`config.mk`:
```
export PLATFORM = sky130hd
export DESIGN_NAME = sbg_top
export DESIGN_NICKNAME = d
export VERILOG_FILES = /design/src/rtl/sbg_pkg.sv /design/src/rtl/sbg_fifo.sv /design/src/rtl/sbg_top.sv
export SDC_FILE = /design/constraint.sdc
export NUM_CORES = 1
export LEC_CHECK = 0
export BUFFER_PORTS_ARGS = -buffer_cell sky130_fd_sc_hd__clkbuf_2
export CAP_MARGIN = 20
export CORE_MARGIN = 8
export CORE_UTILIZATION = 25
export CTS_CLUSTER_SIZE = 12
export DETAILED_ROUTE_END_ITERATION = 10
export GPL_TIMING_DRIVEN = 0
export PLACE_DENSITY = 0.47
export RECOVER_POWER = 100
export SETUP_SLACK_MARGIN = 0.15
export SYNTH_ARGS = -nofsm -noshare
export SYNTH_HDL_FRONTEND = slang
export SYNTH_SLANG_ARGS = --single-unit
```
`constraint.sdc`:
```
create_clock -name clk -period 4.7 [get_ports clk]
set_clock_uncertainty 0.05 [all_clocks]
set_input_delay 0.94 -clock clk [delete_from_list [all_inputs] [get_ports clk]]
set_output_delay 0.94 -clock clk [all_outputs]
set_load 0.03 [all_outputs]
```
`src/rtl/sbg_pkg.sv`:
```
// Purpose: constants for the baud generator and hold/irq control block
// Assumes: classic wishbone, 32-bit data, byte registers in the low lane
// Notes:   all offsets and field positions live here
//
// Overview of operation
// - baud generator reloads from the baud reload register; clocks both master modes
// - writing the serial buffer in a master mode starts the baud generator counting down
// - transfer done stops the generator; serial clock holds its last level
// - counter reloads twice per serial clock period
// - serial clock equals system clock over four times reload plus one
// - ack time flag sets on eighth scl fall when address or data hold is enabled, clears on ninth rise
// - stop interrupt enable lets a stop raise the serial event flag
// - start interrupt enable lets a start raise the serial event flag
// - spi slave overwrite on: byte replaces buffer even when full, overflow set
// - spi slave overwrite off: full buffer kept, overflow set; masters ignore bit
// - i2c slave: overwrite on loads when buffer empty; off loads when buffer empty and no overflow
// - sda hold select picks 300 ns or 100 ns hold after scl fall
// - address hold: after eighth fall of matching address clear release, hold scl
// - data hold: after eighth fall of data byte clear release, hold scl
`default_nettype none

package sbg_pkg;
  // ==========================================================================
  // register map (byte addresses)
  localparam logic [3:0] ADDR_CTRL3   = 4'h0;
  localparam logic [3:0] ADDR_RELOAD  = 4'h4;
  localparam logic [3:0] ADDR_BUFFER  = 4'h8;
  localparam logic [3:0] ADDR_STATUS  = 4'hc;
  localparam logic [3:0] ADDR_MODE    = 4'h0; // unused alias guard
  // ==========================================================================
  // control three fields
  localparam int BIT_ACKTIME   = 7;
  localparam int BIT_STOPIE    = 6;
  localparam int BIT_STARTIE   = 5;
  localparam int BIT_OVERWRITE = 4;
  localparam int BIT_HOLDSEL   = 3;
  localparam int BIT_COLLDET   = 2;
  localparam int BIT_ADDRHOLD  = 1;
  localparam int BIT_DATAHOLD  = 0;
  localparam logic [7:0] CTRL3_RESET = 8'h00;
  localparam logic [7:0] CTRL3_WMASK = 8'h7f;
  // ==========================================================================
  // status register fields (write one to clear on event, collision and overflow flags)
  localparam int ST_EVENT    = 0;
  localparam int ST_COLL     = 1;
  localparam int ST_OVF      = 2;
  localparam int ST_FULL     = 3;
  localparam int ST_RELEASE  = 4;
  localparam int ST_BUSY     = 5;
  localparam int ST_MODE_LO  = 8;
  // ==========================================================================
  // modes
  typedef enum logic [1:0] {
    MODE_SPI_MASTER,
    MODE_SPI_SLAVE,
    MODE_I2C_MASTER,
    MODE_I2C_SLAVE
  } sbg_mode_t;
  // ==========================================================================
  // timing
  localparam int CLK_HZ       = 50_000_000;
  localparam int HOLD_LONG_NS = 300;
  localparam int HOLD_SHORT_NS = 100;
  localparam int HOLD_LONG_CYC  = (HOLD_LONG_NS * (CLK_HZ / 1_000_000) + 999) / 1000;
  localparam int HOLD_SHORT_CYC = (HOLD_SHORT_NS * (CLK_HZ / 1_000_000) + 999) / 1000;
  localparam int BITS_PER_BYTE = 8;
  localparam int FIFO_DEPTH    = 32;
  localparam int FIFO_WIDTH    = 8;
endpackage : sbg_pkg

`default_nettype wire

```
`src/rtl/sbg_fifo.sv`:
```
// Purpose: small synchronous fifo with valid/ready on both sides
// Assumes: one clock, synchronous reset copy from the top
// Notes:   full and empty are exact; no write when full, no read when empty
`default_nettype none

module sbg_fifo #(
  parameter int WIDTH = 8,
  parameter int DEPTH = 32
) (
  input  wire logic             clk,
  input  wire logic             rstN,
  input  wire logic [WIDTH-1:0] inData,
  input  wire logic             inValid,
  output logic                  inReady,
  output logic      [WIDTH-1:0] outData,
  output logic                  outValid,
  input  wire logic             outReady
);
  localparam int AW = $clog2(DEPTH);
  logic [WIDTH-1:0] mem [DEPTH];
  logic [AW-1:0]    wrPtr;
  logic [AW-1:0]    rdPtr;
  logic [AW:0]      count;
  logic             doWr;
  logic             doRd;

  assign inReady  = (count != (AW+1)'(DEPTH));
  assign outValid = (count != '0);
  assign doWr     = inValid && inReady;
  assign doRd     = outValid && outReady;
  assign outData  = mem[rdPtr];

  always_ff @(posedge clk or negedge rstN) begin
    if (!rstN) begin
      wrPtr <= '0;
      rdPtr <= '0;
      count <= '0;
    end else begin
      if (doWr) wrPtr <= (wrPtr == AW'(DEPTH-1)) ? '0 : wrPtr + AW'(1);
      if (doRd) rdPtr <= (rdPtr == AW'(DEPTH-1)) ? '0 : rdPtr + AW'(1);
      if (doWr && !doRd) count <= count + (AW+1)'(1);
      else if (doRd && !doWr) count <= count - (AW+1)'(1);
    end
  end

  always_ff @(posedge clk) begin
    if (doWr) mem[wrPtr] <= inData;
  end
endmodule // sbg_fifo
`default_nettype wire

```
`src/rtl/sbg_top.sv`:
```
// Purpose: baud generator, hold/irq control register and receive buffer policy
// Assumes: pins synchronous to clk; shifter and start/stop detect are outside
// Notes:   transmit bytes pass through a 32 word fifo before the shifter
`default_nettype none

module sbg_top (
  input  wire logic       clk,
  input  wire logic       rst_n,
  // wishbone classic slave
  input  wire logic       wb_cyc_i,
  input  wire logic       wb_stb_i,
  input  wire logic       wb_we_i,
  input  wire logic [3:0] wb_adr_i,
  input  wire logic [3:0] wb_sel_i,
  input  wire logic [31:0] wb_dat_i,
  output logic [31:0]     wb_dat_o,
  output logic            wb_ack_o,
  // mode and shifter side
  input  wire logic [1:0] mode,
  input  wire logic       xferDone,
  output logic [7:0]      txByte,
  output logic            txValid,
  input  wire logic       txReady,
  input  wire logic       rxStrobe,
  input  wire logic       rxIsAddr,
  input  wire logic       rxAddrMatch,
  input  wire logic [7:0] rxByte,
  output logic            rxAck,
  input  wire logic       startSeen,
  input  wire logic       stopSeen,
  // i2c line observation and control
  input  wire logic       sclIn,
  input  wire logic       sdaIn,
  input  wire logic       sdaDrivingHigh,
  output logic            sclOut,
  output logic            sclHoldLow,
  output logic            sdaHoldDone,
  output logic            busIdle
);
  // ==========================================================================
  // reset release
  logic rstSync1;
  logic rstN;
  always_ff @(posedge clk or negedge rst_n) begin
    if (!rst_n) begin
      rstSync1 <= 1'b0;
      rstN     <= 1'b0;
    end else begin
      rstSync1 <= 1'b1;
      rstN     <= rstSync1;
    end
  end

  // ==========================================================================
  // registers
  logic [7:0] ctrl3;
  logic [7:0] reload;
  logic [7:0] rxBuf;
  logic       evtFlag;
  logic       collFlag;
  logic       ovfFlag;
  logic       fullFlag;
  logic       releaseBit;
  logic       ackTime;
  logic       genRun;
  logic [8:0] baudCnt;
  logic [3:0] fallCnt;
  logic       sclPrev;
  logic [4:0] holdCnt;

  logic       isI2c;
  logic       isSlave;
  logic       wrAcc;
  logic       rdBuf;
  logic       sclFall;
  logic       sclRise;
  logic       fifoInReady;
  logic       bufWrite;
  logic       rxLoad;
  logic       rxOvf;
  logic       holdEvent;
  logic       collide;

  assign isI2c   = mode[1];
  assign isSlave = (mode == sbg_pkg::MODE_SPI_SLAVE) || (mode == sbg_pkg::MODE_I2C_SLAVE);
  assign sclFall = sclPrev && !sclIn;
  assign sclRise = !sclPrev && sclIn;

  // ==========================================================================
  // wishbone: one wait state; ack drops the cycle after it rises
  assign wrAcc    = wb_cyc_i && wb_stb_i && wb_we_i && wb_sel_i[0] && !wb_ack_o;
  assign rdBuf    = wb_cyc_i && wb_stb_i && !wb_we_i && !wb_ack_o
                    && (wb_adr_i == sbg_pkg::ADDR_BUFFER);
  assign bufWrite = wrAcc && (wb_adr_i == sbg_pkg::ADDR_BUFFER);

  always_ff @(posedge clk or negedge rstN) begin
    if (!rstN) begin
      wb_ack_o <= 1'b0;
      wb_dat_o <= 32'h0000_0000;
    end else begin
      wb_ack_o <= wb_cyc_i && wb_stb_i && !wb_ack_o;
      unique case (wb_adr_i)
        sbg_pkg::ADDR_CTRL3:  wb_dat_o <= {24'h000000, ctrl3};
        sbg_pkg::ADDR_RELOAD: wb_dat_o <= {24'h000000, reload};
        sbg_pkg::ADDR_BUFFER: wb_dat_o <= {24'h000000, rxBuf};
        sbg_pkg::ADDR_STATUS: wb_dat_o <= {22'h0, mode, 2'h0, genRun, releaseBit,
                                           fullFlag, ovfFlag, collFlag, evtFlag};
        default:              wb_dat_o <= 32'h0000_0000;
      endcase
    end
  end

  // ==========================================================================
  // control three
  always_ff @(posedge clk or negedge rstN) begin
    if (!rstN) begin
      ctrl3 <= sbg_pkg::CTRL3_RESET;
    end else begin
      if (wrAcc && wb_adr_i == sbg_pkg::ADDR_CTRL3)
        ctrl3 <= (ctrl3 & ~sbg_pkg::CTRL3_WMASK)
                 | (wb_dat_i[7:0] & sbg_pkg::CTRL3_WMASK);
      ctrl3[sbg_pkg::BIT_ACKTIME] <= ackTime;
    end
  end

  always_ff @(posedge clk or negedge rstN) begin
    if (!rstN) reload <= 8'h00;
    else if (wrAcc && wb_adr_i == sbg_pkg::ADDR_RELOAD) reload <= wb_dat_i[7:0];
  end

  // ==========================================================================
  // baud generator: reload twice per period -> f = clk / (4*(reload+1))
  // each half period is 2*(reload+1) clocks, counted down from 2*reload+1
  always_ff @(posedge clk or negedge rstN) begin
    if (!rstN) begin
      genRun  <= 1'b0;
      baudCnt <= 9'h000;
      sclOut  <= 1'b1;
    end else begin
      if (bufWrite && !isSlave) begin
        genRun  <= 1'b1;
        baudCnt <= {reload, 1'b1};
      end else if (xferDone) begin
        genRun <= 1'b0; // sclOut keeps its level
      end else if (genRun && !(isI2c && sclHoldLow)) begin
        if (baudCnt == 9'h000) begin
          baudCnt <= {reload, 1'b1};
          sclOut  <= !sclOut;
        end else begin
          baudCnt <= baudCnt - 9'h001;
        end
      end
    end
  end

  // ==========================================================================
  // transmit fifo: bus writes are acked at once; a write to a full fifo is dropped
  sbg_fifo #(.WIDTH(sbg_pkg::FIFO_WIDTH), .DEPTH(sbg_pkg::FIFO_DEPTH)) txFifo (
    .clk      (clk),
    .rstN     (rstN),
    .inData   (wb_dat_i[7:0]),
    .inValid  (bufWrite),
    .inReady  (fifoInReady),
    .outData  (txByte),
    .outValid (txValid),
    .outReady (txReady)
  );

  // ==========================================================================
  // receive buffer policy
  always_comb begin
    rxLoad = 1'b0;
    rxOvf  = 1'b0;
    if (rxStrobe && isSlave && (!rxIsAddr || rxAddrMatch || !isI2c)) begin
      if (!isI2c) begin
        rxOvf  = fullFlag;
        rxLoad = !fullFlag || ctrl3[sbg_pkg::BIT_OVERWRITE];
      end else if (ctrl3[sbg_pkg::BIT_OVERWRITE]) begin
        rxLoad = !fullFlag;
        rxOvf  = fullFlag;
      end else begin
        rxLoad = !ovfFlag && !fullFlag;
        rxOvf  = fullFlag;
      end
    end else if (rxStrobe) begin
      rxLoad = !isSlave; // masters ignore the overwrite bit
    end
  end
  assign rxAck = rxLoad && isI2c;

  always_ff @(posedge clk or negedge rstN) begin
    if (!rstN) begin
      rxBuf    <= 8'h00;
      fullFlag <= 1'b0;
      ovfFlag  <= 1'b0;
    end else begin
      if (rxLoad) rxBuf <= rxByte;
      // set wins over clear
      if (rxLoad) fullFlag <= 1'b1;
      else if (rdBuf) fullFlag <= 1'b0;
      if (rxOvf) ovfFlag <= 1'b1;
      else if (wrAcc && wb_adr_i == sbg_pkg::ADDR_STATUS && wb_dat_i[sbg_pkg::ST_OVF])
        ovfFlag <= 1'b0;
    end
  end

  // ==========================================================================
  // ack time, holds, events, collision
  assign holdEvent = isI2c && isSlave && sclFall && fallCnt == 4'd7
                     && ((rxIsAddr && rxAddrMatch && ctrl3[sbg_pkg::BIT_ADDRHOLD])
                         || (!rxIsAddr && ctrl3[sbg_pkg::BIT_DATAHOLD]));
  assign collide   = isI2c && isSlave && ctrl3[sbg_pkg::BIT_COLLDET]
                     && sclRise && !sdaIn && sdaDrivingHigh;
  assign sclHoldLow = !releaseBit;
  assign busIdle    = !genRun && (fallCnt == 4'd0);

  always_ff @(posedge clk or negedge rstN) begin
    if (!rstN) begin
      sclPrev    <= 1'b1;
      fallCnt    <= 4'd0;
      ackTime    <= 1'b0;
      releaseBit <= 1'b1;
      collFlag   <= 1'b0;
      evtFlag    <= 1'b0;
    end else begin
      sclPrev <= sclIn;
      if (startSeen || stopSeen || collide) fallCnt <= 4'd0;
      else if (sclFall) fallCnt <= (fallCnt == 4'd8) ? 4'd0 : fallCnt + 4'd1;
      if (isI2c && (ctrl3[sbg_pkg::BIT_ADDRHOLD] || ctrl3[sbg_pkg::BIT_DATAHOLD])
          && sclFall && fallCnt == 4'd7)
        ackTime <= 1'b1;
      else if (sclRise && fallCnt == 4'd8)
        ackTime <= 1'b0;
      if (holdEvent) releaseBit <= 1'b0;
      else if (wrAcc && wb_adr_i == sbg_pkg::ADDR_STATUS && wb_dat_i[sbg_pkg::ST_RELEASE])
        releaseBit <= 1'b1;
      if (collide) collFlag <= 1'b1;
      else if (wrAcc && wb_adr_i == sbg_pkg::ADDR_STATUS && wb_dat_i[sbg_pkg::ST_COLL])
        collFlag <= 1'b0;
      if (holdEvent
          || (isI2c && stopSeen && ctrl3[sbg_pkg::BIT_STOPIE])
          || (isI2c && startSeen && ctrl3[sbg_pkg::BIT_STARTIE]))
        evtFlag <= 1'b1;
      else if (wrAcc && wb_adr_i == sbg_pkg::ADDR_STATUS && wb_dat_i[sbg_pkg::ST_EVENT])
        evtFlag <= 1'b0;
    end
  end

  // ==========================================================================
  // sda hold timer after each scl fall
  always_ff @(posedge clk or negedge rstN) begin
    if (!rstN) begin
      holdCnt     <= 5'd0;
      sdaHoldDone <= 1'b1;
    end else if (sclFall) begin
      holdCnt <= ctrl3[sbg_pkg::BIT_HOLDSEL] ? 5'(sbg_pkg::HOLD_LONG_CYC)
                                             : 5'(sbg_pkg::HOLD_SHORT_CYC);
      sdaHoldDone <= 1'b0;
    end else if (holdCnt > 5'd1) begin
      holdCnt <= holdCnt - 5'd1;
    end else begin
      holdCnt     <= 5'd0;
      sdaHoldDone <= 1'b1;
    end
  end
endmodule // sbg_top
`default_nettype wire

```
# Yosys cells after proc, flatten, opt, wreduce, memory -nomap -nowiden
# Memories as Yosys holds them, arrays and structs flattened.
# Index checks and enable logic that the tools add are counted.
# op_classes
n_eq_ne,12
bitwise,3
mux,38
magnitude_cmp,1
n_reduce_logical,91
add_sub_neg,7
# ops
op,n
$logic_and A1 B1 Y1,49
$pmux W10 S4,1
$mux W9,4
$mux W1,23
$mux W5,4
$reduce_bool A2 Y1,10
$logic_not A1 Y1,16
$mux W4,4
$eq A4 B4 Y1 const B,3
$mux W6,2
$add A5 B1 Y5 const B,2
$eq A5 B5 Y1 const B,2
$logic_or A1 B1 Y1,10
$logic_not A9 Y1,1
$sub A9 B1 Y9 const B,1
$eq A4 B3 Y1 const B,2
$logic_not A4 Y1,2
$or A1 B7 Y7 const A,1
$add A6 B1 Y6 const B,1
$ne A6 B6 Y1 const B,1
$reduce_bool A6 Y1,1
$sub A6 B1 Y6 const B,1
$gt A5 B1 Y1 const B,1
$sub A5 B1 Y5 const B,1
other kinds (8),9
# totals
memories,1
reg_bits,103
output_inout_bits,47
ramBits,256
inputBits,65
# mem_list
memory,depth,width,read_ports,rd_ports_with_merged_regs,write_ports,line_no,source
txFifo.mem,32,8,1,0,1,sbg_fifo.sv:20,logic [WIDTH-1:0] mem [DEPTH];

# Longest topological paths before layout
# Gate-level depths: netlist of the first run.
# logic_depth
ltp_word,10
depth_mapped,12
mapped_depth_nobuf,11

# Modules after synthesis
# Synthesis of the first run repeated with hierarchy kept, for this count alone.
# unflattened
hier_cells,875
hier_area_um2,14237.4
# modules_own_cells
module,n_inst,area_per_inst_um2,cells_per_inst
sbg_fifo,1,10999.3,579
sbg_top,1,3238.1,296

# Least setup slack after synthesis of the first run
# OpenSTA, ideal clock, no wires.
# synth_path
kind,in2reg
startpoint,in wb_adr_i[1]
endpoint,reg txFifo.count[5]
arrival_time_ns,3.406
setup_slack_ns,1.119
n_path_buf,1
setup_ns,0.125
cell_stages,10
cell_sequence,or4b_4 > a211oi_2 > buf_2 > ha_1 > inv_1 > ha_1 > or4_1 > o221ai_1 > nor3_1 > xnor2_1
# synth_between
elab_chain_len,6
# synth_lines
item,line_no,source
"start, declared",sbg_top.sv:13,"input wire logic [3:0] wb_adr_i,"
$eq A4 B4 Y1 (*),sbg_top.sv:94,assign bufWrite = wrAcc && (wb_adr_i == sbg_pkg::ADDR_BUFFER);
$logic_and A1 B1 Y1 (*),sbg_top.sv:94,
$logic_and A1 B1 Y1 (*),sbg_fifo.sv:29,assign doWr = inValid && inReady;
named net txFifo.doWr,sbg_fifo.sv:24,logic doWr;
$logic_not A1 Y1,sbg_fifo.sv:42,else if (doRd && !doWr) count <= count - (AW+1)'(1);
$logic_and A1 B1 Y1,sbg_fifo.sv:42,
$reduce_bool A2 Y1 (no source line),-,
"end signal, assigned",sbg_fifo.sv:41,if (doWr && !doRd) count <= count + (AW+1)'(1);
"end signal, assigned",sbg_fifo.sv:42,
"end, declared",sbg_fifo.sv:23,logic [AW:0] count;
# Mark *: on every way through the listed nets, which the timed path passes. The rest lies on a longest branch.
# A chain may end at the register's enable or synchronous reset.

# Worst setup path in the final report of the first run
# layout_path
startpoint,reg txFifo.rdPtr[0]
endpoint,out txByte[7]
# layout_between
elab_chain_len,1
# layout_lines
item,line_no,source
"start, declared",sbg_fifo.sv:22,logic [AW-1:0] rdPtr;
"start signal, assigned",sbg_fifo.sv:40,if (doRd) rdPtr <= (rdPtr == AW'(DEPTH-1)) ? '0 : rdPtr + AW'(1);
$mem_v2 Z32 W8,-,
"end, declared",sbg_top.sv:21,"output logic [7:0] txByte,"
# No other way between the ends.

==> reports/metrics.csv, run 1 <==
stage,metric,value,unit
detailed_routing,postRouteWirelength,35230,microns
detailed_routing,drc_errors,0,
grt,track_usage,10.97,%
sta,fmax,0.2279,GHz
sta,finalCriticalPeriod,4.388,ns
sta,post-route-period-util,93.37,%
synthesis,syn-cell-area,0.01408,sq mm
synthesis,yosysWarnings,0,
clock_tree,clock_sinks,337,
grt,antenna_found_initial,0,
sta,relSlewSlack,-81.53,%
clock_tree,cts_buffer_depth,3,
clock_tree,ctsHoldBuffers,0,
detailed_routing,drtIter0Drc,531,
final_layout,diodes,0,
floorplan,core,0.05606,sq mm
synthesis,yosysTopAreaCell,edfxtp_1,
detailed_routing,via_count,8001,
floorplan,num_io_pins,112,
floorplan,initial_core_util,25.12,%
critical_path,crit_top_cell,clkbuf_1,
detailed_routing,wl_per_cell,19.52,microns
synthesis,synth_commonest_cells,"edfxtp_1, dfrtp_1, mux2i_1, nor2_1, nand2_1",
clock_tree,clkLatencyLatePin,0.53,ns
final_layout,nNetsFinal,1108,
final_layout,synthToLayoutAreaGrowth,17.35,%
synthesis,ys_types,66,
synthesis,netlist_instances,902,
sta,slew_violations,371,
power_and_ir_drop,pwr_density_cell,505.5,mW/mm^2
final_layout,drive_above_1_share,17.54,%
critical_path,path_cells,buf_2 > clkbuf_1 > mux2i_1 > a22o_1 > a2111oi_0 > a31oi_1 > nand3_1 > clkbuf_1,
clock_tree,htreeDepth,2,
grt,grt.overflow.total,0,
sta,setup_viol,0,
synthesis,synth-main-ff-cell,edfxtp_1,
sta,rsz0062_at_grt,false,
critical_path,slowest_stage,a2111oi_0,
sta,tns,0,ns
synthesis,netlist_top_cells_area,"edfxtp_1, dfrtp_1, mux4_2, mux2i_1, mux2_2",
synthesis,synth_seq_cells,337,
grt,grt_max_degree,59,
grt,grt_pass1_vias,8342,
critical_path,required,3.71,ns
final_layout,utilization,29.47,%
sta,tightest_slew,2.723,ns
sta,hold_viol,0,
power_and_ir_drop,power_leakage,5.824,nW
clock_tree,root_buffer,clkbuf_16,
floorplan,die_w,253.3,microns
synthesis,synth_most_common_cell,edfxtp_1,
placed_design,dp_hpwl,23430,microns
grt,grt_pass1_wl,53410,microns
critical_path,critPathKind,reg -> out,
synthesis,synth-seq-area-share,69.03,%
outcome,status,"finished, violations left",
critical_path,crit_fanout,10,
clock_tree,tritoncts,done,
synthesis,synth_area_per_cell,15.61,sq um
critical_path,cp-start-kind,flip-flop,
detailed_routing,ant_nets,0,
critical_path,path_buf_inv,3,
floorplan,die_h,253.3,microns
critical_path,endpoint_kind,output port,
synthesis,synth_edf_count,256,
min_path,holdCritPathClass,in -> async,
clock_tree,clk_pin_slew_worst_paths,0.06,ns
outcome,violations,"max-capacitance violations, max-slew violations",
critical_path,r2r_slack,0.90,ns
critical_path,critical_path.top_delay_family,compound AO/OA/AOI/OAI gates,
floorplan,dieArea,0.06417,sq mm
synthesis,synth_top_cell_area_share,54.60,%
clock_tree,cts_setup_buffers,0,
detailed_routing,vias_per_cell,4.433,
critical_path,worstPathArrival,3.40,ns
clock_tree,cts_buffers,38,
flow_run,maxCapViolCount,12,
floorplan,num_rows,87,
clock_tree,cts.repair.resized,0,
detailed_routing,first_pass_iters,5,
placed_design,gp_congestion,0.7638,
placed_design,numPortBuffers,61,
synthesis,async_reset_ff_share,24.04,%
power_and_ir_drop,peakVddDrop,0.1937,mV
critical_path,max_stage_delay,0.72,ns
[routing by layer]
metal	share of wire [%]	vias up	wire length, microns	global-route usage (%)
met1	43	4094	15310	13.93
met4	2.0	0	721	3.205
met5	0	-	0	0
li1	-	3706	-	-
met3	4.0	51	1416	2.011
met2	50	150	17780	18.89
[flip-flops by register name, indices dropped and copies added, names as in the netlist]
| signal | flops |
|---|---|
| txFifo.mem | 256 |
| wb_dat_o | 10 |
| baudCnt | 9 |
| ctrl3 | 8 |
| reload | 8 |
| rxBuf | 8 |
| txFifo.count | 6 |
| holdCnt | 5 |
| txFifo.rdPtr | 5 |
| txFifo.wrPtr | 5 |
| fallCnt | 4 |
| ackTime | 1 |
| collFlag | 1 |
| evtFlag | 1 |
| fullFlag | 1 |
| genRun | 1 |
| ovfFlag | 1 |
| releaseBit | 1 |
| rstN | 1 |
| rstSync1 | 1 |
| sclOut | 1 |
| sclPrev | 1 |
| sdaHoldDone | 1 |
| wb_ack_o | 1 |
[placed cells by master, fill, tap and decap left out, drive strengths merged, types with 5 or more instances in the layout]
master / Yosys / final
a21oi: 24 / 24
and2: 5 / 5
or3: 5 / 5
clkinv: 0 / 7
buf: 43 / 38
ha: 17 / 17
nor3: 13 / 13
a22o: 9 / 9
nand3: 17 / 17
a21o: 5 / 5
nand3b: 7 / 7
nand2: 43 / 43
o21ai: 22 / 22
a22oi: 37 / 37
and3: 5 / 5
conb: 2 / 23
inv: 17 / 19
nand2b: 9 / 9
edfxtp: 256 / 256
xnor2: 6 / 6
mux2: 28 / 28
a31oi: 11 / 11
a211oi: 19 / 19
dfrtp: 77 / 77
mux4: 32 / 32
clkbuf: 13 / 130
a2111oi: 8 / 8
mux2i: 51 / 51
nor2: 53 / 53
nor2b: 24 / 24
[power by group]
part	internal (mW)	switching, mW	leakage (nW)
clock network	1.73	1.17	0.587
registers	3.33	0.116	3.33
logic	0.726	1.28	1.91
[per-stage QoR]
stage                     hold WS (ns)  instances  worst slack (ns)  cell area (sq um)  power (mW)
final                           0.1466       1805            0.3117              16520       8.352
after global routing            0.1353       1805            0.1169              16520       8.728
after CTS                       0.1215       1805            0.2405              16640       8.489
after detailed placement        0.2132       1741            0.5378              15440       5.555
after global placement          0.2890       1740            0.5343              15410       5.526
after floorplan                 0.2812        923             1.119              14160       4.837
[cell type report]
type                            instances  area [sq um]
Buffer                                 56         310.3
Tap cell                              756         945.9
Timing Repair Buffer                   62         277.8
Clock inverter                         13         147.6
Multi-Input combinational cell        513          4006
Sequential cell                       337          9719
Inverter                               17         63.81
Clock buffer                           51          1051
Fill cell                            5620         39540
[cell families after synthesis]
| kind of cell | share of synthesized area, % |
|---|---|
| mux | 10.98 |
| buf+inv | 2.666 |
| compound gates | 7.563 |
| fa+ha+maj | 1.653 |
| other cells | 0.05334 |
| flops | 69.03 |
| simple gates | 7.429 |
| xor+xnor | 0.6220 |
[final timing paths]
kind,depth (start not counted),start,to
max,8,txFifo.rdPtr[0],txByte[7]
min,1,rst_n,rstN
max reg2reg,12,wb_ack_o,txFifo.count[5]
min reg2reg,0,rstSync1,rstN
max in group asynchronous,1,rstN,baudCnt[2]
min in group clk,0,rstSync1,rstN
No activity file was read; power rests on OpenSTA's default activity.
==> run 2: changes to the inputs <==
==> constraint.sdc (replaced) <==
create_clock -name clk -period 4.7 [get_ports clk]
set_clock_uncertainty 0.05 [all_clocks]
set_input_delay 0.235 -clock clk [delete_from_list [all_inputs] [get_ports clk]]
set_output_delay 0.235 -clock clk [all_outputs]
set_load 0.1 [all_outputs]
==> reports/metrics.csv, run 2 (synthesized netlist as in run 1, its figures left out) <==
stage,metric,value,unit,change
power_and_ir_drop,peakVddDrop,0.4883,mV,+150%
grt,grt_max_degree,59,,unchanged
final_layout,diodes,0,,unchanged
placed_design,pre_cts_ws,1.126,ns,+0.5881 ns
detailed_routing,wl_per_cell,19.48,microns,-0.21%
critical_path,path_cells,buf_2 > clkbuf_1 > mux2i_1 > a22o_1 > a2111oi_0 > a31oi_1 > nand3_1 > clkbuf_1,,
floorplan,dieArea,0.06417,sq mm,unchanged
sta,fmax,0.2362,GHz,+3.6%
clock_tree,tritoncts,done,,
final_layout,final_cell_mix,"edfxtp_1, dfrtp_1, clkbuf_1, nor2_1, mux2i_1",,
placed_design,dp.cells,1741,,unchanged
power_and_ir_drop,power_leakage,5.882,nW,+0.99%
sta,slew_violations,351,,-5.4%
sta,whs,0.03714,ns,-0.1094 ns
final_layout,layout.cells.most_common,edfxtp_1,,
min_path,holdCritPathClass,in -> reg,,
detailed_routing,vias_per_cell,4.437,,+0.11%
final_layout,final_cells,1820,,+0.83%
sta,tightest_slew,2.733,ns,+0.01041 ns
sta,tns,0,ns,unchanged
critical_path,crit_fanout,10,,unchanged
clock_tree,cts_buffer_depth,3,,unchanged
sta,rsz0062_at_grt,false,,
critical_path,critPathKind,reg -> out,,
floorplan,num_io_pins,112,,unchanged
sta,relSlewSlack,-82.22,%,-0.69 points
floorplan,num_rows,87,,unchanged
outcome,violations,"max-capacitance violations, max-slew violations",,
clock_tree,cts.repair.resized,0,,unchanged
grt,track_usage,11.00,%,+0.040 points
sta,hold_viol,0,,unchanged
clock_tree,htreeDepth,2,,unchanged
clock_tree,cts_buffers,38,,unchanged
final_layout,nNetsFinal,1123,,+1.4%
final_layout,design_area,0.01670,sq mm,+1.1%
critical_path,cp-start-kind,flip-flop,,
final_layout,largestRegisters,"txFifo.mem (256), wb_dat_o (10), baudCnt (9)",,
floorplan,initial_core_util,25.12,%,unchanged
detailed_routing,via_count,8076,,+0.94%
clock_tree,cts_setup_buffers,0,,unchanged
critical_path,slowest_stage,clkbuf_1,,
final_layout,largest_reg_flops,256,,unchanged
sta,setup_viol,0,,unchanged
floorplan,die_h,253.3,microns,unchanged
floorplan,die_w,253.3,microns,unchanged
outcome,status,"finished, violations left",,
grt,grt_pass1_vias,8391,,+0.59%
placed_design,dp_hpwl,23430,microns,unchanged
sta,setup_ws,0.4658,ns,+0.1541 ns
critical_path,required,4.41,ns,+0.70 ns
final_layout,synthToLayoutAreaGrowth,18.58,%,
clock_tree,clk_pin_slew_worst_paths,0.06,ns,about the same
placed_design,dpl_cell_area,0.01544,sq mm,unchanged
clock_tree,clock_sinks,337,,unchanged
power_and_ir_drop,pwr_density_cell,532.6,mW/mm^2,+5.4%
detailed_routing,ant_nets,0,,unchanged
critical_path,endpoint_kind,output port,,
grt,antenna_found_initial,0,,unchanged
detailed_routing,first_pass_iters,5,,unchanged
sta,post-route-period-util,90.09,%,-3.3 points
grt,grt.overflow.total,0,,unchanged
floorplan,core,0.05606,sq mm,unchanged
placed_design,numPortBuffers,61,,unchanged
critical_path,crit_top_cell,clkbuf_1,,
clock_tree,root_buffer,clkbuf_16,,
clock_tree,clkLatencyLatePin,0.53,ns,about the same
critical_path,max_stage_delay,0.89,ns,+0.17 ns
flow_run,maxCapViolCount,10,,-2
detailed_routing,drtIter0Drc,552,,+4.0%
detailed_routing,drc_errors,0,,unchanged
final_layout,largest-register,txFifo.mem,,
placed_design,gp_congestion,0.7638,,unchanged
grt,grt_pass1_wl,53630,microns,+0.40%
clock_tree,ctsHoldBuffers,15,,+15
detailed_routing,postRouteWirelength,35450,microns,+0.62%
final_layout,drive_above_1_share,17.48,%,-0.059 points
critical_path,worstPathArrival,3.95,ns,+0.55 ns
sta,finalCriticalPeriod,4.234,ns,-0.1541 ns
-- run 2: worst max-delay path: cells and delay by family (launching register included) --
kind | cells | cell delay (ns)
buffers and inverters | 3 | 1.57
AO/OA/AOI/OAI | 3 | 1.12
flip-flops | 1 | 0.34
AND/OR/NAND/NOR | 1 | 0.20
multiplexers | 1 | 0.19
-- run 2: layout make-up --
class / instances / area (sq um)
fill: 5613 / 39360
inverter: 17 / 63.81
timing repair buffer: 77 / 421.7
sequential: 337 / 9719
clock buffer: 51 / 1051
multi-input combinational: 513 / 4035
clock inverter: 13 / 147.6
buffer: 56 / 311.5
tap: 756 / 945.9
-- run 2: per-stage QoR --
| stage | utilization [%] | power [mW] |
|---|---|---|
| floorplan | - | 5.398 |
| CTS | 29.95 | 9.044 |
| detailed placement | 27.54 | 6.101 |
| global placement | 27.49 | 6.071 |
| global route | 29.78 | 9.269 |
| finish | 29.78 | 8.892 |
-- run 2: path summary, 6_finish.rpt --
path	startpoint	end	slack [ns]	cells after the start
worst min-delay path	mode[0]	wb_dat_o[8]	0.04	2
min in group asynchronous	rstN	reload[3]	0.35	0
worst min register to register	rstSync1	rstN	0.30	0
max in group asynchronous	rstN	reload[4]	0.91	1
worst max-delay path	txFifo.rdPtr[0]	txByte[0]	0.47	8
worst max register to register	wb_ack_o	txFifo.count[5]	0.68	13
-- run 2: power by group --
part	internal (mW)	switching, mW
sequential	3.33	0.116
combinational	0.715	1.83
clock	1.73	1.17
total	5.77	3.12
-- run 2: layer usage --
| layer | part of all wire (%) | global-route usage, % | vias up |
|---|---|---|---|
| met2 | 50 | 18.96 | 169 |
| met4 | 2.0 | 3.205 | 0 |
| met1 | 43 | 13.97 | 4129 |
| met3 | 4.7 | 2.042 | 50 |
| met5 | 0 | 0 | - |
| li1 | - | - | 3728 |
==> run 3: changes to the inputs <==
--- a/config.mk
+++ b/config.mk
@@ -17,4 +17,6 @@
 export SETUP_SLACK_MARGIN = 0.15
 export SYNTH_ARGS = -nofsm -noshare
 export SYNTH_HDL_FRONTEND = slang
+export SYNTH_HIERARCHICAL = 1
 export SYNTH_SLANG_ARGS = --single-unit
+export TNS_END_PERCENT = 50
==> constraint.sdc (replaced) <==
create_clock -name clk -period 4.4 [get_ports clk]
set_clock_uncertainty 0.05 [all_clocks]
set_input_delay 0.22 -clock clk [delete_from_list [all_inputs] [get_ports clk]]
set_output_delay 0.22 -clock clk [all_outputs]
set_load 0.1 [all_outputs]
==> reports/metrics.csv, run 3 <==
stage,metric,value,unit,change
outcome,status,"finished, violations left",,
outcome,violations,"max-capacitance violations, max-slew violations",,
final_layout,diodes,0,,unchanged
sta,tns,0,ns,unchanged
final_layout,final_cell_mix,"edfxtp_1, dfrtp_1, clkbuf_1, nor2_1, nand2_1",,
power_and_ir_drop,p_int,6.464,mW,+12%
clock_tree,htreeDepth,2,,unchanged
floorplan,core,0.05639,sq mm,+0.58%
final_layout,synthToLayoutAreaGrowth,18.90,%,
grt,antenna_found_initial,0,,unchanged
floorplan,num_io_pins,112,,unchanged
critical_path,slowest_stage,a2111oi_1,,
clock_tree,root_buffer,clkbuf_16,,
floorplan,initial_core_util,25.24,%,+0.13 points
final_layout,drive_above_1_share,18.99,%,+1.5 points
critical_path,crit_fanout,10,,unchanged
clock_tree,cts_buffers,39,,+2.6%
critical_path,critPathKind,reg -> out,,
clock_tree,ctsHoldBuffers,21,,+6
grt,grt_pass1_vias,8393,,+0.024%
power_and_ir_drop,p_comb_share,32.2,%,+3.5 points
clock_tree,cts_buffer_depth,3,,unchanged
floorplan,die_h,254.6,microns,+0.51%
detailed_routing,first_pass_iters,5,,unchanged
flow_run,maxCapViolCount,9,,-1
sta,hold_viol,0,,unchanged
clock_tree,clk_pin_slew_worst_paths,0.06,ns,about the same
critical_path,endpoint_kind,output port,,
grt,grt.overflow.total,0,,unchanged
detailed_routing,vias_per_cell,4.451,,+0.31%
power_and_ir_drop,peakVddDrop,0.3468,mV,-29%
power_and_ir_drop,p_sw,3.587,mW,+15%
final_layout,nNetsFinal,1103,,-1.8%
grt,grt_max_degree,41,,-31%
sta,setup_viol,0,,unchanged
power_and_ir_drop,total_power,10.05,mW,+13%
detailed_routing,wl_per_cell,19.76,microns,+1.5%
placed_design,dp_hpwl,23370,microns,-0.24%
floorplan,num_rows,87,,unchanged
final_layout,utilization,30.01,%,+0.23 points
sta,slew_violations,323,,-8.0%
clock_tree,cts.repair.resized,0,,unchanged
synthesis,yosysWarnings,6,,+6
critical_path,cp-start-kind,flip-flop,,
detailed_routing,via_count,8030,,-0.57%
critical_path,path_cells,clkbuf_1 > clkbuf_1 > nand3b_1 > clkbuf_1 > o22ai_1 > a2111oi_1 > a21oi_1 > clkbuf_2,,
detailed_routing,drc_errors,0,,unchanged
power_and_ir_drop,power_leakage,6.018,nW,+2.3%
placed_design,gp_congestion,0.7530,,-1.4%
final_layout,design_area,0.01692,sq mm,+1.4%
detailed_routing,ant_nets,0,,unchanged
min_path,holdCritPathClass,in -> reg,,
floorplan,dieArea,0.06483,sq mm,+1.0%
sta,relSlewSlack,-19.28,%,+63 points
clock_tree,clock_sinks,337,,unchanged
placed_design,numPortBuffers,61,,unchanged
clock_tree,tritoncts,done,,
floorplan,die_w,254.6,microns,+0.51%
critical_path,critical_path.top_delay_family,buffers and inverters,,
detailed_routing,postRouteWirelength,35650,microns,+0.57%
sta,fmax,0.2502,GHz,
final_layout,largestRegisters,"txFifo/mem (256), wb_dat_o (10), baudCnt (9)",,
detailed_routing,drtIter0Drc,494,,-11%
critical_path,crit_top_cell,clkbuf_1,,
final_layout,largest-register,txFifo/mem,,
critical_path,max_stage_delay,0.60,ns,-0.29 ns
final_layout,largest_reg_flops,256,,unchanged
critical_path,required,4.13,ns,-0.28 ns
sta,post-route-period-util,90.85,%,
clock_tree,cts_setup_buffers,0,,unchanged
sta,tightest_slew,1.789,ns,-0.9442 ns
synthesis,netlist_instances,874,,-3.1%
power_and_ir_drop,power_frac_seq,36.5,%,-2.2 points
grt,track_usage,10.92,%,-0.083 points
power_and_ir_drop,clkPwrFrac,31.3,%,-1.3 points
critical_path,worstPathArrival,3.73,ns,-0.22 ns
clock_tree,clkLatencyLatePin,0.56,ns,+0.03 ns
placed_design,dpl_cell_area,0.01560,sq mm,+1.0%
sta,rsz0062_at_grt,false,,
synthesis,syn-cell-area,0.01423,sq mm,+1.1%
power_and_ir_drop,switching_share,35.69,%,+0.59 points
synthesis,synth_area_per_cell,16.29,sq um,+4.3%
critical_path,path_buf_inv,4,,+1
power_and_ir_drop,pwr_density_cell,593.9,mW/mm^2,+12%
sta,finalCriticalPeriod,3.997,ns,
final_layout,layout.cells.most_common,edfxtp_1,,
grt,grt_pass1_wl,53450,microns,-0.33%
## run 3: routing by layer
layer  track usage (%)  up-vias  part of all wire (%)
li1                  -     3674                     -
met1             14.72     4155                    46
met2             17.88      154                    48
met3             2.313       47                   3.9
met4             2.665        0                   1.9
met5                 0        -                     0
## run 3: per-stage QoR
stage	setup WS, ns	hold slack (ns)	std cells
6_report	0.4025	0.03208	1804
5_1_grt	0.1633	0.04439	1804
4_1_cts	0.4028	0.007314	1804
3_5_place_dp	1.001	-0.04076	1713
3_3_place_gp	0.7115	-0.04431	1712
2_1_floorplan	0.4017	-0.1256	895
## run 3: worst paths after layout
| path | startpoint | endpoint | slack (ns) | depth (start not counted) |
|---|---|---|---|---|
| worst max-delay path | txFifo/rdPtr[2] | txByte[3] | 0.40 | 8 |
| worst min-delay path | wb_adr_i[3] | wb_dat_o[6] | 0.03 | 4 |
| worst max register to register | txFifo/count[1] | txFifo/count[4] | 0.67 | 10 |
| worst min register to register | rstSync1 | rstN | 0.30 | 0 |
| max in group asynchronous | rstN | sclOut | 2.58 | 1 |
| min in group asynchronous | rst_n | rstN | 0.47 | 3 |
## run 3: final cells by class
cell class	instances	area, sq um
fillers	5740	39460
clock buffers	53	1050
multi-input cells	479	4060
flip-flops and latches	337	9719
well taps	756	945.9
plain buffers	61	394.1
repair buffers	83	509.2
clock inverters	17	177.7
inverters	18	67.56
## run 3: worst register-to-register path, delay by kind of cell, from the launching register on
| kind | cells | cell delay [ns] |
|---|---|---|
| and+or+nand+nor | 2 | 0.77 |
| AOI/OAI and AO/OA | 4 | 1.22 |
| DFF | 1 | 0.41 |
| adders and majority gates | 2 | 0.65 |
| buffers and inverters | 2 | 0.55 |
## run 3: power groups by stage
stage | sequential, mW | clock, mW | combinational (mW)
detailed placement | 3.73 | 0 | 3.30
finish | 3.67 | 3.14 | 3.24
global route | 3.69 | 3.36 | 3.46
global placement | 3.74 | 0 | 3.27
floorplan | 3.77 | 0 | 2.38
CTS | 3.67 | 3.23 | 3.32
